--- config.mk ---
export PLATFORM = sky130hd
export DESIGN_NAME = ivp_entry
export DESIGN_NICKNAME = d
export VERILOG_FILES = /design/src/ivp_pkg.sv /design/src/ivp_entry.sv
export SDC_FILE = /design/constraint.sdc
export NUM_CORES = 1
export LEC_CHECK = 0
export ABC_AREA = 0
export BUFFER_PORTS_ARGS = -buffer_cell sky130_fd_sc_hd__buf_2
export CAP_MARGIN = 5
export CORE_ASPECT_RATIO = 1.75
export CORE_MARGIN = 2
export CORE_UTILIZATION = 34
export DETAILED_ROUTE_END_ITERATION = 7
export PLACE_DENSITY_LB_ADDON = 0.25
export SYNTH_ARGS = -nofsm -noshare
export SYNTH_HDL_FRONTEND = slang
export SYNTH_SLANG_ARGS = --single-unit
--- constraint.sdc ---
create_clock -name CLOCK -period 3.2 [get_ports CLOCK]
set_clock_uncertainty 0.05 [all_clocks]
set_input_delay 0.48 -clock CLOCK [delete_from_list [all_inputs] [get_ports CLOCK]]
set_output_delay 0.48 -clock CLOCK [all_outputs]
set_load 0.005 [all_outputs]
--- src/ivp_pkg.sv ---
// Package with the constants and types of the interrupt entry block.
// Overview of operation
// - Any enabled request starts the vector prefetch.
// - Prefetch issued before the pipeline drain ends.
// - Prefetched words held until pipeline restart.
// - Lost priority: discard, fetch the winner's vector.
// - Prefetch works in all three interrupt modes.
// - Prefetch only while the enable bit is set.
// - Prefetch errors reported after drain, PC at vector.
// - Other exception wins: drop prefetch and its error.
// - Prologue needs shadow sets, controller mode, enable.
// - Prologue only after the interrupt wins.
// - Kernel or no kernel stack: previous set's r29.
// - Kernel stack, user code: shadow set one's r29.
// - Temporary pointer minus the stack decrement amount.
// - Return PC stored at pointer plus zero.
// - Processor state stored at pointer plus four.
// - Shadow control stored at pointer plus eight.
// - r29 written only after all three stores.
// - Requested priority copied into current priority.
// - Clear bit zeroes mode, error and exception levels.
// - Temporary pointer has no software access path.
// - Store fault: report type, set flag, keep PC.
// - Prologue is atomic except for store faults.
package ivp_pkg;
    localparam int unsigned XLEN            = 32;
    localparam logic [31:0] OFS_PC          = 32'h0000_0000;
    localparam logic [31:0] OFS_STATE       = 32'h0000_0004;
    localparam logic [31:0] OFS_SHADOW      = 32'h0000_0008;
    localparam logic [3:0]  WORD_STROBES    = 4'hf;
    localparam logic [3:0]  KERNEL_SET      = 4'h1;
    localparam logic [4:0]  SP_REG          = 5'h1d;
    localparam logic [1:0]  KSU_KERNEL      = 2'h0;
    // Processor state word field positions.
    localparam int unsigned ST_EXL          = 1;
    localparam int unsigned ST_ERL          = 2;
    localparam int unsigned ST_KSU_LO       = 3;
    localparam int unsigned ST_IPL_LO       = 10;
    localparam int unsigned IPL_W           = 8;
    typedef enum logic [1:0] {IRQ_MODE_COMPAT, IRQ_MODE_VECTORED, IRQ_MODE_EXT} ivp_irq_mode_t;
    typedef enum {S_IDLE, S_SPEC, S_WAIT, S_PRO_SP, S_PRO_DEC, S_PRO_ST0, S_PRO_ST1, S_PRO_ST2,
                  S_PRO_FIN, S_FETCH} ivp_state_t;
endpackage

--- src/ivp_entry.sv ---
// Interrupt entry unit: speculative vector prefetch and automated prologue.
`timescale 1ns/1ps
module ivp_entry (
    input  wire logic        CLOCK,
    input  wire logic        RST,
    input  wire logic        IRQ_PENDING,
    input  wire logic [1:0]  IRQ_MODE,
    input  wire logic [31:0] IRQ_VECTOR,
    input  wire logic        PIPE_DRAINED,
    input  wire logic        PRIO_VALID,
    input  wire logic        PRIO_IS_IRQ,
    input  wire logic [31:0] PRIO_VECTOR,
    input  wire logic        VECTOR_PREFETCH_ENABLE,
    input  wire logic [3:0]  HIGHEST_SHADOW_SET,
    input  wire logic        EXT_CTRL_PRESENT,
    input  wire logic [4:0]  VECTOR_SPACING,
    input  wire logic        SPECIAL_VECTOR_SELECT,
    input  wire logic        BOOT_VECTOR_SELECT,
    input  wire logic        AUTO_PROLOGUE_ENABLE,
    input  wire logic        KERNEL_STACK_SELECT,
    input  wire logic [31:0] STACK_DECREMENT_AMOUNT,
    input  wire logic        CLEAR_EXC_LEVEL_ON_ENTRY,
    input  wire logic [31:0] EXCEPTION_RETURN_PC,
    input  wire logic [31:0] STATE_WORD,
    input  wire logic [31:0] SHADOW_SET_CONTROL_REG,
    input  wire logic [3:0]  PREV_SHADOW_SET,
    input  wire logic [3:0]  CUR_SHADOW_SET,
    input  wire logic [7:0]  REQUESTED_PRIORITY_LEVEL,
    output logic             FETCH_REQ,
    output logic [31:0]      FETCH_ADDR,
    input  wire logic        FETCH_DONE,
    input  wire logic [31:0] FETCH_DATA,
    input  wire logic        FETCH_ERR,
    output logic             INSTR_VALID,
    output logic [31:0]      INSTR_DATA,
    output logic             VEC_FETCH_ERR,
    output logic             GPR_RD_REQ,
    output logic [3:0]       GPR_RD_SET,
    output logic [4:0]       GPR_RD_IDX,
    input  wire logic        GPR_RD_VALID,
    input  wire logic [31:0] GPR_RD_DATA,
    output logic             GPR_WR_EN,
    output logic [3:0]       GPR_WR_SET,
    output logic [4:0]       GPR_WR_IDX,
    output logic [31:0]      GPR_WR_DATA,
    output logic             STORE_REQ,
    output logic [31:0]      STORE_ADDR,
    output logic [31:0]      STORE_DATA,
    output logic [3:0]       STORE_STROBE,
    input  wire logic        STORE_DONE,
    input  wire logic        STORE_FAULT,
    input  wire logic [4:0]  STORE_FAULT_CODE,
    output logic             STATE_WR_EN,
    output logic [31:0]      STATE_WR_DATA,
    output logic             PROLOGUE_FAULT_FLAG,
    output logic [4:0]       FAULT_CODE,
    output logic             PROLOGUE_BUSY
);
    // Everything below runs on the one core clock; all request inputs come from core logic.
    ivp_pkg::ivp_state_t state_ff;
    ivp_pkg::ivp_state_t nxt_state;
    logic        hold_valid_ff;
    logic [31:0] hold_data_ff;
    logic        hold_err_ff;
    logic        inflight_ff;
    logic [31:0] temp_stack_ptr_ff;
    logic        store_sent_ff;
    logic        rd_sent_ff;
    logic        pro_ok;
    logic        mode_ok;
    logic        use_kernel;

    // Stack address of each prologue store.
    function automatic logic [31:0] slot_addr(input logic [31:0] base, input logic [31:0] ofs);
        slot_addr = base + ofs;
    endfunction

    // Controller mode is fully enabled only with every condition true.
    assign mode_ok    = EXT_CTRL_PRESENT && (VECTOR_SPACING != 5'h00) && SPECIAL_VECTOR_SELECT
                        && !BOOT_VECTOR_SELECT;
    assign pro_ok     = (HIGHEST_SHADOW_SET != 4'h0) && mode_ok && AUTO_PROLOGUE_ENABLE;
    assign use_kernel = KERNEL_STACK_SELECT &&
        (STATE_WORD[ivp_pkg::ST_KSU_LO +: 2] != ivp_pkg::KSU_KERNEL);

    // Sequencer for entry; mode input does not alter the prefetch path.
    always_comb begin
        nxt_state = state_ff;
        case (state_ff)
            ivp_pkg::S_IDLE: begin
                if (IRQ_PENDING && VECTOR_PREFETCH_ENABLE) begin
                    nxt_state = ivp_pkg::S_SPEC;
                end else if (PRIO_VALID) begin
                    nxt_state = ivp_pkg::S_WAIT;
                end
            end
            ivp_pkg::S_SPEC: begin
                if (PRIO_VALID && PIPE_DRAINED) begin
                    if (!PRIO_IS_IRQ) begin
                        nxt_state = ivp_pkg::S_FETCH;
                    end else if (pro_ok) begin
                        nxt_state = ivp_pkg::S_PRO_SP;
                    end else begin
                        nxt_state = ivp_pkg::S_IDLE;
                    end
                end
            end
            ivp_pkg::S_WAIT: begin
                if (PIPE_DRAINED) begin
                    if (PRIO_IS_IRQ && pro_ok) begin
                        nxt_state = ivp_pkg::S_PRO_SP;
                    end else begin
                        nxt_state = ivp_pkg::S_FETCH;
                    end
                end
            end
            ivp_pkg::S_PRO_SP: begin
                if (GPR_RD_VALID) begin
                    nxt_state = ivp_pkg::S_PRO_DEC;
                end
            end
            ivp_pkg::S_PRO_DEC: nxt_state = ivp_pkg::S_PRO_ST0;
            ivp_pkg::S_PRO_ST0: begin
                if (STORE_FAULT) begin
                    nxt_state = ivp_pkg::S_IDLE;
                end else if (STORE_DONE) begin
                    nxt_state = ivp_pkg::S_PRO_ST1;
                end
            end
            ivp_pkg::S_PRO_ST1: begin
                if (STORE_FAULT) begin
                    nxt_state = ivp_pkg::S_IDLE;
                end else if (STORE_DONE) begin
                    nxt_state = ivp_pkg::S_PRO_ST2;
                end
            end
            ivp_pkg::S_PRO_ST2: begin
                if (STORE_FAULT) begin
                    nxt_state = ivp_pkg::S_IDLE;
                end else if (STORE_DONE) begin
                    nxt_state = ivp_pkg::S_PRO_FIN;
                end
            end
            ivp_pkg::S_PRO_FIN: nxt_state = ivp_pkg::S_FETCH;
            ivp_pkg::S_FETCH: begin
                if (FETCH_DONE && !inflight_ff) begin
                    nxt_state = ivp_pkg::S_IDLE;
                end
            end
            default: nxt_state = ivp_pkg::S_IDLE;
        endcase
    end

    // State register.
    always_ff @(posedge CLOCK) begin
        if (RST) begin
            state_ff <= ivp_pkg::S_IDLE;
        end else begin
            state_ff <= nxt_state;
        end
    end

    // Fetch request: speculative at request time, otherwise after the decision.
    always_ff @(posedge CLOCK) begin
        if (RST) begin
            FETCH_REQ   <= 1'b0;
            FETCH_ADDR  <= 32'h0000_0000;
            inflight_ff <= 1'b0;
        end else begin
            FETCH_REQ <= 1'b0;
            if (state_ff == ivp_pkg::S_IDLE && nxt_state == ivp_pkg::S_SPEC) begin
                FETCH_REQ   <= 1'b1;
                FETCH_ADDR  <= IRQ_VECTOR;
                inflight_ff <= 1'b1;
            end else if (state_ff != ivp_pkg::S_FETCH && nxt_state == ivp_pkg::S_FETCH) begin
                FETCH_REQ   <= 1'b1;
                FETCH_ADDR  <= PRIO_IS_IRQ ? IRQ_VECTOR : PRIO_VECTOR;
                inflight_ff <= inflight_ff && !FETCH_DONE; // A late speculative answer is still owed and must be skipped.
            end else if (FETCH_DONE) begin
                inflight_ff <= 1'b0;
            end
        end
    end

    // Prefetched word and any error are held, never handed over early.
    always_ff @(posedge CLOCK) begin
        if (RST) begin
            hold_valid_ff <= 1'b0;
            hold_data_ff  <= 32'h0000_0000;
            hold_err_ff   <= 1'b0;
        end else if (nxt_state == ivp_pkg::S_FETCH && state_ff != ivp_pkg::S_FETCH && !PRIO_IS_IRQ) begin
            hold_valid_ff <= 1'b0;
            hold_err_ff   <= 1'b0;
        end else if (state_ff == ivp_pkg::S_SPEC && inflight_ff && FETCH_DONE) begin
            hold_valid_ff <= 1'b1;
            hold_data_ff  <= FETCH_DATA;
            hold_err_ff   <= FETCH_ERR;
        end else if (state_ff == ivp_pkg::S_IDLE) begin
            hold_valid_ff <= 1'b0;
            hold_err_ff   <= 1'b0;
        end
    end

    // Delivery at pipeline restart: held word when the prefetched interrupt wins with no prologue, else fresh fetch.
    always_ff @(posedge CLOCK) begin
        if (RST) begin
            INSTR_VALID   <= 1'b0;
            INSTR_DATA    <= 32'h0000_0000;
            VEC_FETCH_ERR <= 1'b0;
        end else begin
            INSTR_VALID   <= 1'b0;
            VEC_FETCH_ERR <= 1'b0;
            if (state_ff == ivp_pkg::S_SPEC && nxt_state == ivp_pkg::S_IDLE && hold_valid_ff) begin
                INSTR_VALID   <= !hold_err_ff;
                INSTR_DATA    <= hold_data_ff;
                VEC_FETCH_ERR <= hold_err_ff;
            end else if (state_ff == ivp_pkg::S_FETCH && FETCH_DONE && !inflight_ff) begin
                INSTR_VALID   <= !FETCH_ERR;
                INSTR_DATA    <= FETCH_DATA;
                VEC_FETCH_ERR <= FETCH_ERR;
            end
        end
    end

    // Stack pointer source read and internal temporary pointer.
    always_ff @(posedge CLOCK) begin
        if (RST) begin
            GPR_RD_REQ        <= 1'b0;
            GPR_RD_SET        <= 4'h0;
            GPR_RD_IDX        <= 5'h00;
            rd_sent_ff        <= 1'b0;
            temp_stack_ptr_ff <= 32'h0000_0000;
        end else begin
            GPR_RD_REQ <= 1'b0;
            if (state_ff == ivp_pkg::S_PRO_SP && !rd_sent_ff) begin
                GPR_RD_REQ <= 1'b1;
                GPR_RD_IDX <= ivp_pkg::SP_REG;
                GPR_RD_SET <= use_kernel ? ivp_pkg::KERNEL_SET : PREV_SHADOW_SET;
                rd_sent_ff <= 1'b1;
            end else if (state_ff != ivp_pkg::S_PRO_SP) begin
                rd_sent_ff <= 1'b0;
            end
            if (state_ff == ivp_pkg::S_PRO_SP && GPR_RD_VALID) begin
                temp_stack_ptr_ff <= GPR_RD_DATA;
            end else if (state_ff == ivp_pkg::S_PRO_DEC) begin
                temp_stack_ptr_ff <= temp_stack_ptr_ff - STACK_DECREMENT_AMOUNT;
            end
        end
    end

    // Three ordered word stores, one outstanding at a time.
    always_ff @(posedge CLOCK) begin
        if (RST) begin
            STORE_REQ     <= 1'b0;
            STORE_ADDR    <= 32'h0000_0000;
            STORE_DATA    <= 32'h0000_0000;
            STORE_STROBE  <= 4'h0;
            store_sent_ff <= 1'b0;
        end else begin
            STORE_REQ <= 1'b0;
            if (STORE_DONE || STORE_FAULT || state_ff == ivp_pkg::S_PRO_DEC) begin
                store_sent_ff <= 1'b0;
            end else if (!store_sent_ff) begin
                case (state_ff)
                    ivp_pkg::S_PRO_ST0: begin
                        STORE_REQ     <= 1'b1;
                        STORE_ADDR    <= slot_addr(temp_stack_ptr_ff, ivp_pkg::OFS_PC);
                        STORE_DATA    <= EXCEPTION_RETURN_PC;
                        STORE_STROBE  <= ivp_pkg::WORD_STROBES;
                        store_sent_ff <= 1'b1;
                    end
                    ivp_pkg::S_PRO_ST1: begin
                        STORE_REQ     <= 1'b1;
                        STORE_ADDR    <= slot_addr(temp_stack_ptr_ff, ivp_pkg::OFS_STATE);
                        STORE_DATA    <= STATE_WORD;
                        STORE_STROBE  <= ivp_pkg::WORD_STROBES;
                        store_sent_ff <= 1'b1;
                    end
                    ivp_pkg::S_PRO_ST2: begin
                        STORE_REQ     <= 1'b1;
                        STORE_ADDR    <= slot_addr(temp_stack_ptr_ff, ivp_pkg::OFS_SHADOW);
                        STORE_DATA    <= SHADOW_SET_CONTROL_REG;
                        STORE_STROBE  <= ivp_pkg::WORD_STROBES;
                        store_sent_ff <= 1'b1;
                    end
                    default: store_sent_ff <= 1'b0;
                endcase
            end
        end
    end

    // Final updates: stack pointer write-back and state word change.
    always_ff @(posedge CLOCK) begin
        if (RST) begin
            GPR_WR_EN     <= 1'b0;
            GPR_WR_SET    <= 4'h0;
            GPR_WR_IDX    <= 5'h00;
            GPR_WR_DATA   <= 32'h0000_0000;
            STATE_WR_EN   <= 1'b0;
            STATE_WR_DATA <= 32'h0000_0000;
        end else begin
            GPR_WR_EN   <= 1'b0;
            STATE_WR_EN <= 1'b0;
            if (state_ff == ivp_pkg::S_PRO_FIN) begin
                GPR_WR_EN   <= 1'b1;
                GPR_WR_SET  <= CUR_SHADOW_SET;
                GPR_WR_IDX  <= ivp_pkg::SP_REG;
                GPR_WR_DATA <= temp_stack_ptr_ff;
                STATE_WR_EN <= 1'b1;
                STATE_WR_DATA <= STATE_WORD;
                STATE_WR_DATA[ivp_pkg::ST_IPL_LO +: ivp_pkg::IPL_W] <= REQUESTED_PRIORITY_LEVEL;
                if (CLEAR_EXC_LEVEL_ON_ENTRY) begin
                    STATE_WR_DATA[ivp_pkg::ST_KSU_LO +: 2] <= 2'h0;
                    STATE_WR_DATA[ivp_pkg::ST_ERL]         <= 1'b0;
                    STATE_WR_DATA[ivp_pkg::ST_EXL]         <= 1'b0;
                end
            end
        end
    end

    // Fault reporting and busy indication.
    always_ff @(posedge CLOCK) begin
        if (RST) begin
            PROLOGUE_FAULT_FLAG <= 1'b0;
            FAULT_CODE          <= 5'h00;
            PROLOGUE_BUSY       <= 1'b0;
        end else begin
            PROLOGUE_FAULT_FLAG <= 1'b0;
            PROLOGUE_BUSY <= (nxt_state inside {ivp_pkg::S_PRO_SP, ivp_pkg::S_PRO_DEC, ivp_pkg::S_PRO_ST0,
                              ivp_pkg::S_PRO_ST1, ivp_pkg::S_PRO_ST2, ivp_pkg::S_PRO_FIN});
            if (state_ff inside {ivp_pkg::S_PRO_ST0, ivp_pkg::S_PRO_ST1, ivp_pkg::S_PRO_ST2} && STORE_FAULT) begin
                PROLOGUE_FAULT_FLAG <= 1'b1;
                FAULT_CODE          <= STORE_FAULT_CODE;
            end
        end
    end

    // Checks on the entry sequence.
    no_pf_off_a: assert property (@(posedge CLOCK) disable iff (RST)
        (state_ff == ivp_pkg::S_IDLE && !VECTOR_PREFETCH_ENABLE) |=> !(state_ff == ivp_pkg::S_SPEC))
        else $error("Prefetch started while disabled.");
    pf_issue_a: assert property (@(posedge CLOCK) disable iff (RST)
        (state_ff == ivp_pkg::S_IDLE && IRQ_PENDING && VECTOR_PREFETCH_ENABLE) |=> FETCH_REQ && FETCH_ADDR == $past(IRQ_VECTOR))
        else $error("Vector prefetch not issued.");
    hold_back_a: assert property (@(posedge CLOCK) disable iff (RST)
        (state_ff == ivp_pkg::S_SPEC && !PRIO_VALID) |=> !INSTR_VALID)
        else $error("Prefetched word delivered early.");
    err_drop_a: assert property (@(posedge CLOCK) disable iff (RST)
        (state_ff == ivp_pkg::S_SPEC && PRIO_VALID && PIPE_DRAINED && !PRIO_IS_IRQ) |=> !hold_valid_ff && !hold_err_ff ##1 !VEC_FETCH_ERR)
        else $error("Abandoned prefetch not dropped.");
    no_pro_exc_a: assert property (@(posedge CLOCK) disable iff (RST)
        (state_ff == ivp_pkg::S_WAIT && PIPE_DRAINED && !PRIO_IS_IRQ) |=> state_ff == ivp_pkg::S_FETCH)
        else $error("Prologue ran for a non-interrupt exception.");
    pro_gate_a: assert property (@(posedge CLOCK) disable iff (RST)
        (state_ff != ivp_pkg::S_PRO_SP ##1 state_ff == ivp_pkg::S_PRO_SP) |-> $past(pro_ok))
        else $error("Prologue entered without its conditions.");
    sp_dec_a: assert property (@(posedge CLOCK) disable iff (RST)
        (state_ff == ivp_pkg::S_PRO_DEC) |=> temp_stack_ptr_ff == $past(temp_stack_ptr_ff) - $past(STACK_DECREMENT_AMOUNT))
        else $error("Stack pointer not decremented.");
    st1_addr_a: assert property (@(posedge CLOCK) disable iff (RST)
        (STORE_REQ && $past(state_ff) == ivp_pkg::S_PRO_ST1) |-> STORE_ADDR == temp_stack_ptr_ff + ivp_pkg::OFS_STATE)
        else $error("State store address wrong.");
    wr_late_a: assert property (@(posedge CLOCK) disable iff (RST)
        GPR_WR_EN |-> $past(state_ff) == ivp_pkg::S_PRO_FIN)
        else $error("Stack pointer written before stores ended.");
    fault_flag_a: assert property (@(posedge CLOCK) disable iff (RST)
        (state_ff inside {ivp_pkg::S_PRO_ST0, ivp_pkg::S_PRO_ST1, ivp_pkg::S_PRO_ST2} && STORE_FAULT)
        |=> PROLOGUE_FAULT_FLAG && !GPR_WR_EN && state_ff == ivp_pkg::S_IDLE)
        else $error("Store fault not reported.");
    spec_win_c: cover property (@(posedge CLOCK) state_ff == ivp_pkg::S_SPEC ##[1:20] INSTR_VALID);
    spec_lose_c: cover property (@(posedge CLOCK) state_ff == ivp_pkg::S_SPEC ##1 state_ff == ivp_pkg::S_FETCH);
    pro_done_c: cover property (@(posedge CLOCK) GPR_WR_EN && STATE_WR_EN);
    pro_fault_c: cover property (@(posedge CLOCK) PROLOGUE_FAULT_FLAG);
endmodule

==> metrics.csv, run 1 <==
stage,metric,value,unit
run_status,status,"finished, final reports clean",
sta,period_needed,2.99,ns
grt,grt_pass1_vias,14300,
sta,fin_setup_tns,0,ns
layout,finalNonFillerCells,2846,
place,pre_cts_slack,-0.193,ns
sta,finalSetupViolations,0,
place,dp.cells,2776,
clocking,cts_hold_buffers,0,
detailed_routing,vias,14500,
detailed_routing,drc_errors,0,
setup_path,required,3.56,ns
setup_path,rr_endpoint,temp_stack_ptr_ff[28]$_SDFFE_PP0P_,
sta,setup_ws,0.215,ns
clocking,cts_tree,built,
setup_path,r2r_slack,0.21,ns
place,place_congestion,0.921,
place,io_buffers,529,
die,io_pins,534,
die,dieArea,0.0446,mm2
setup_path,path_buf_inv,2,
sta,slew_headroom,40.8,%
worst_hold_path,min_from,STORE_FAULT_CODE[0],
setup_path,critical_path.startpoint_type,flip-flop,
detailed_routing,via_per_inst,5.09,
sta,drv_slew,0,
grt,grt_max_degree,88,
setup_path,crit_start,temp_stack_ptr_ff[0]$_SDFFE_PP0P_,
die,start_util,34.4,%
pwr,peakVddDrop,0.000386,V
layout,area_delta_synth_final,34.0,%
pwr,p_leak,8.78,nW
clocking,cts_buffer_depth,3,
setup_path,cp.arrival,3.35,ns
synth,synth_cell_type_count,77,
sta,worstMarginPinSlew,0.886,ns
synth,synth_enable_flop_cells,0,
synth,syn_area,0.0146,mm2
setup_path,timing.critical_path.max_delay_family,compound AO/OA/AOI/OAI gates,
sta,rsz0062_at_grt,false,
sta,post-route-period-util,93.3,%
synth,synth-seq-area-share,43.5,%
setup_path,cp_slowest_cell,fa_1,
grt,overflow,0,
detailed_routing,drt-initial-drc-count,770,
detailed_routing,drt_wl_total,53400,um
clocking,cts_max_level,2,
die,die_w,161,um
worst_hold_path,whs_endpoint,FAULT_CODE[0]$_SDFFE_PP0P_,
grt,grt_pass1_wl,80300,um
sta,whs,0.147,ns
grt,grt.total_usage,22.9,%
layout,fin_util,46.1,%
clocking,clkSlewWorstSetupHoldPaths,0.07,ns
synth,async_flop_share,0,%
grt,antenna_found_initial,12,
setup_path,rr_worst_depth,13,
synth,syn_inst,1701,
worst_hold_path,hold_depth,3,
clocking,clock_sinks,317,
layout,fill_cells,4278,
pwr,total_power,8.50,mW
die,chipHeight,278,um
detailed_routing,firstDrtPassIters,5,
run,cap_violations,0,
synth,yosysWarningCount,0,
clocking,cts_buffers,34,
clocking,cts_root_buf,clkbuf_16,
die,core_area,0.0424,mm2
die,rows,100,
synth,synth_flop_cell,dfxtp_1,
detailed_routing,postRouteAntennaNets,0,
layout,drive_above_1_share,32.3,%
synth,synth_area_per_cell,8.57,um2
pwr,power-per-cell-area,435,mW/mm2
detailed_routing,avgRoutedWirePerCell,18.8,um
setup_path,endpoint_kind,flip-flop,
layout,finalNetCount,2595,
setup_path,cp_max_fo,4,
setup_path,r2r-start,temp_stack_ptr_ff[0]$_SDFFE_PP0P_,
sta,fmax,335,MHz
setup_path,criticalPathCategory,flip-flop to flip-flop,
setup_path,crit_chain,"inv_1, ha_1, fa_1, nor2b_2, o31a_1, a211oi_1, buf_4, a21oi_2, o31ai_4, o31ai_4, a2111o_1, o21ai_0, a211oi_1",
place,dp.final_hpwl,39900,um
worst_hold_path,hold_class,input pin to flip-flop,
clocking,clk_latency,0.52,ns
place,place_area,0.0183,mm2
setup_path,slowest_delay,0.40,ns
layout,stdcell_area,0.0195,mm2
synth,synth_seq_cells,317,
setup_path,cp.depth,13,
sta,finalHoldViolations,0,
==> layout make-up <==
class / count / area [um2] / area share (%)
Clock inverter: 14 / 163 / 0.833
Timing Repair Buffer: 607 / 3410 / 17.5
Multi-Input combinational cell: 1242 / 7730 / 39.6
Tap cell: 561 / 702 / 3.59
Inverter: 53 / 199 / 1.02
Antenna cell: 7 / 17.5 / 0.0897
Clock buffer: 45 / 963 / 4.93
Sequential cell: 317 / 6350 / 32.5
==> cell usage after synthesis, types with 7 or more instances <==
library cell | instances | area share [%]
dfxtp_1 | 317 | 44
ha_1 | 33 | 2.8
buf_4 | 13 | 0.67
xor2_1 | 29 | 1.7
clkbuf_1 | 80 | 2.1
and3_1 | 9 | 0.39
nand2_1 | 242 | 6.2
nand2b_1 | 8 | 0.34
buf_2 | 21 | 0.72
o21ai_0 | 23 | 0.79
mux2_2 | 32 | 2.5
a211oi_1 | 75 | 3.9
nand4_1 | 16 | 0.69
nor3_1 | 53 | 1.8
xnor2_1 | 21 | 1.3
o211ai_1 | 8 | 0.41
nor2b_1 | 8 | 0.34
a21o_1 | 12 | 0.62
a311oi_1 | 8 | 0.48
a22oi_1 | 33 | 1.7
a22o_1 | 32 | 1.9
mux2i_1 | 71 | 4.9
inv_1 | 53 | 1.4
o21a_1 | 7 | 0.36
nor2_1 | 200 | 5.1
nor4_1 | 7 | 0.30
nand3_1 | 31 | 1.1
a21oi_1 | 157 | 5.4
==> worst min-delay path: cells and delay by family <==
kind          cells  cell delay (ns)
mux               1             0.05
simple gates      1             0.07
buf+inv           1             0.08
==> timing repair <==
item / in CTS / in global routing
cloned: 0 / 1
setup endpoints to repair: 2 / 43
buffers inserted: 0 / 3
gates resized for setup: 1 / 8
hold endpoints to repair: 0 / 0
pin swaps: 0 / 6
==> cells in the final DEF (no fill, tap or decap), drive strengths merged, types with 12 or more instances in the layout <==
master,count
ha,33
nand2,242
nor3,55
a21oi,159
xor2,29
mux2i,71
o21ai,25
a21o,12
nand3,33
a211oi,77
dfxtp,317
a22o,32
nor4,15
clkbuf,45
conb,30
a22oi,33
mux2,32
nor2,202
nand4,16
buf,607
inv,54
xnor2,21
==> worst max-delay path by stage <==
stage                                               endpoint  slack [ns]
final                     temp_stack_ptr_ff[28]$_SDFFE_PP0P_        0.21
after global routing      temp_stack_ptr_ff[28]$_SDFFE_PP0P_        0.02
after CTS                        INSTR_DATA[24]$_SDFFE_PP0P_        0.01
after detailed placement  temp_stack_ptr_ff[26]$_SDFFE_PP0P_       -0.19
after global placement    temp_stack_ptr_ff[26]$_SDFFE_PP0P_       -0.18
after floorplan           temp_stack_ptr_ff[29]$_SDFFE_PP0P_        0.22
==> where the power goes <==
group,internal (mW),total [mW],switching [mW]
sequential,3.96,3.97,0.00950
combinational,0.221,0.461,0.239
clock,2.37,4.07,1.70
total,6.56,8.50,1.94
==> cell families (layout without fill, tap and decap cells) <==
group	Yosys count	count (layout)	share of synthesized area [%]
AOI/OAI and AO/OA	404	404	18.6
xor gates and xnor gates	50	50	3.00
adders and majority gates	34	34	2.97
buffers and inverters	172	719	4.95
DFF	317	317	43.5
muxes	103	103	7.35
other	1	37	0.0257
and+or+nand+nor	620	621	19.5
==> sequential cells by signal, indices dropped and copies added, names as in the netlist, 5 cells and up <==
signal             cells
FETCH_ADDR            32
GPR_WR_DATA           32
INSTR_DATA            32
STATE_WR_DATA         32
STORE_ADDR            32
STORE_DATA            32
hold_data_ff          32
state_ff              32
temp_stack_ptr_ff     32
FAULT_CODE             5
==> layer usage <==
metal | up-vias | track usage [%] | share of wire, %
li1 | 7053 | - | -
met1 | 6771 | 26.2 | 39
met2 | 514 | 40.4 | 50
met3 | 124 | 4.68 | 6.2
met4 | 10 | 11.0 | 4.8
met5 | - | 0 | 0.094
Note: power is estimated with default switching activity, not from simulation.
==> inputs of run 2 (changes only) <==
clock period = 2.8 ns   (was 3.2 ns; I/O delays follow)
==> run 2 against run 1 <==
Net effect: the flow now finishes with violations (negative setup slack); clock power up 13%; via count up 2.8%; worst hold slack worse by 0.12 ns; total power up 14%; fmax up 6.1%; register-to-register slack worse by 0.23 ns; core utilization up 2.3 points; combinational power up 22%; worst setup slack worse by 0.23 ns; count of clock-buffer cells in the layout down 5; sequential power up 14%.
==> metrics.csv, run 2 (synthesis results as in run 1) <==
stage,metric,value,unit,change
run_status,status,"complete, but fails checks",,
run_status,violations,negative setup slack,,
grt,overflow,0,,unchanged
place,io_buffers,529,,unchanged
setup_path,slowest_delay,0.39,ns,about the same
clocking,cts_tree,built,,
setup_path,cp_max_fo,4,,unchanged
place,place_congestion,0.900,,-2.3%
clocking,clock_sinks,317,,unchanged
setup_path,cp_slowest_cell,a2111o_1,,
setup_path,timing.critical_path.max_delay_family,compound AO/OA/AOI/OAI gates,,
worst_hold_path,min_from,CUR_SHADOW_SET[1],,
worst_hold_path,hold_depth,3,,unchanged
clocking,clkSlewWorstSetupHoldPaths,0.07,ns,about the same
grt,grt_max_degree,80,,-9.1%
setup_path,endpoint_kind,flip-flop,,
detailed_routing,top_layer,met5,,
worst_hold_path,hold_class,input pin to flip-flop,,
die,start_util,34.4,%,unchanged
setup_path,path_common_cell,o31ai_4,,
clocking,cts_buffers,31,,-8.8%
worst_hold_path,whs_endpoint,GPR_WR_SET[1]$_SDFFE_PP0P_,,
sta,setup_ws,-0.0130,ns,-0.228 ns
clocking,cts_root_buf,clkbuf_16,,
sta,slew_headroom,37.9,%,-3.0 points
die,dieArea,0.0446,mm2,unchanged
pwr,total_power,9.70,mW,+14%
die,core_area,0.0424,mm2,unchanged
setup_path,crit_chain,"inv_2, ha_4, fa_2, nor2b_2, o31a_1, a211oi_4, a21oi_2, o31ai_4, o31ai_4, a2111o_1, o21ai_1, a211oi_1",,
detailed_routing,wl_met3,3130,um,-5.2%
detailed_routing,wl_met1,21100,um,+2.4%
grt,antenna_found_initial,7,,-5
setup_path,path_buf_inv,1,,-1
grt,grt_pass1_wl,82800,um,+3.1%
clocking,cts_max_level,1,,-1
grt,grt_pass1_vias,14700,,+3.0%
run,cap_violations,0,,unchanged
pwr,peakVddDrop,0.000549,V,+42%
setup_path,required,3.20,ns,-0.36 ns
die,rows,100,,unchanged
layout,layout_commonest_cell,buf_2,,
sta,post-route-period-util,100,%,+7.2 points
clocking,cts_buffer_depth,3,,unchanged
sta,fmax,355,MHz,+6.1%
die,chipHeight,278,um,unchanged
place,dp.final_hpwl,41100,um,+3.1%
sta,period_needed,2.81,ns,-0.172 ns
detailed_routing,postRouteAntennaNets,0,,unchanged
layout,fill_cells,4160,,-2.8%
clocking,clk_latency,0.58,ns,+0.06 ns
detailed_routing,avgRoutedWirePerCell,19.0,um,+1.5%
setup_path,criticalPathCategory,flip-flop to flip-flop,,
setup_path,r2r-start,temp_stack_ptr_ff[0]$_SDFFE_PP0P_,,
sta,rsz0062_at_grt,true,,
die,die_w,161,um,unchanged
layout,area_delta_synth_final,40.5,%,
pwr,p_leak,9.29,nW,+5.8%
setup_path,r2r_slack,-0.01,ns,-0.23 ns
sta,whs,0.0297,ns,-0.117 ns
detailed_routing,drc_errors,0,,unchanged
detailed_routing,drt_wl_total,55700,um,+4.3%
setup_path,critical_path.startpoint_type,flip-flop,,
detailed_routing,drt-initial-drc-count,852,,+11%
setup_path,cp.arrival,3.21,ns,-0.14 ns
detailed_routing,vias,14900,,+2.8%
sta,worstMarginPinSlew,0.932,ns,+0.0464 ns
detailed_routing,via_per_inst,5.09,,about the same
setup_path,rr_worst_depth,12,,-1
sta,finalSetupViolations,1,,+1
detailed_routing,met2WireLength,29400,um,+9.6%
sta,finalHoldViolations,0,,unchanged
detailed_routing,firstDrtPassIters,8,,+3
setup_path,rr_endpoint,temp_stack_ptr_ff[28]$_SDFFE_PP0P_,,
layout,drive_above_1_share,36.2,%,+3.9 points
layout,finalNetCount,2678,,+3.2%
layout,layout_common_cells,"buf_2 (528), dfxtp_1 (312), nand2_1 (240)",,
pwr,power-per-cell-area,473,mW/mm2,+8.8%
sta,drv_slew,0,,unchanged
grt,grt.total_usage,23.4,%,+0.48 points
die,io_pins,534,,unchanged
-- run 2: how the worst max path moves through the flow --
stage                                           start                            endpoint  slack, ns  cells after the start
floorplan                   STACK_DECREMENT_AMOUNT[2]  temp_stack_ptr_ff[28]$_SDFFE_PP0P_      0.007                     11
global placement            STACK_DECREMENT_AMOUNT[2]  temp_stack_ptr_ff[28]$_SDFFE_PP0P_      -0.41                     13
detailed placement                 BOOT_VECTOR_SELECT         INSTR_DATA[30]$_SDFFE_PP0P_      -0.42                     10
CTS                 temp_stack_ptr_ff[0]$_SDFFE_PP0P_  temp_stack_ptr_ff[28]$_SDFFE_PP0P_     -0.009                     13
global route        temp_stack_ptr_ff[0]$_SDFFE_PP0P_  temp_stack_ptr_ff[24]$_SDFFE_PP0P_      -0.11                     13
finish              temp_stack_ptr_ff[0]$_SDFFE_PP0P_  temp_stack_ptr_ff[28]$_SDFFE_PP0P_      -0.01                     12
-- run 2: final cells by class --
| type | count | area (um2) | area share (%) |
|---|---|---|---|
| Clock buffer | 40 | 870 | 4.24 |
| Inverter | 53 | 199 | 0.971 |
| Sequential cell | 317 | 6350 | 31.0 |
| Tap cell | 561 | 702 | 3.43 |
| Timing Repair Buffer | 693 | 4190 | 20.5 |
| Clock inverter | 16 | 245 | 1.20 |
| Antenna cell | 2 | 5.00 | 0.0244 |
| Multi-Input combinational cell | 1242 | 7930 | 38.7 |
-- run 2: repair_timing --
action	CTS	global route
cloned	1	7
resized for setup	12	50
setup buffers	4	13
pin swaps	13	40
endpoints found under the hold margin	2	0
hold buffers	2	0
setup endpoints to repair	44	172
-- run 2: metrics by stage --
| stage | cell area [um2] | setup WS (ns) | std cells | setup TNS [ns] | utilization, % |
|---|---|---|---|---|---|
| after floorplan | 14700 | 0.00734 | 1730 | 0 | - |
| after global placement | 18800 | -0.407 | 2841 | -12.37 | 44.3 |
| after detailed placement | 18800 | -0.417 | 2841 | -20.18 | 44.3 |
| after CTS | 20000 | -0.00912 | 2904 | -0.00912 | 47.2 |
| after global routing | 20500 | -0.110 | 2924 | -2.55 | 48.3 |
| final | 20500 | -0.0130 | 2924 | -0.0130 | 48.3 |
-- run 2: worst min-delay path: cells and delay by family --
family | cells | cell delay, ns
AND/OR/NAND/NOR | 1 | 0.04
buffers and inverters | 1 | 0.09
AO/OA/AOI/OAI | 1 | 0.05
-- run 2: metal layers --
| layer | vias to the layer above | track usage, % |
|---|---|---|
| met3 | 104 | 4.10 |
| met1 | 7040 | 26.2 |
| met5 | - | 0 |
| met2 | 513 | 43.7 |
| li1 | 7216 | - |
| met4 | 10 | 8.41 |
-- run 2: report_power, final --
group | leakage, nW | total [mW] | internal [mW] | switching [mW]
logic | 6.19 | 0.563 | 0.279 | 0.284
registers | 2.56 | 4.54 | 4.53 | 0.0131
clock network | 0.542 | 4.60 | 2.74 | 1.86
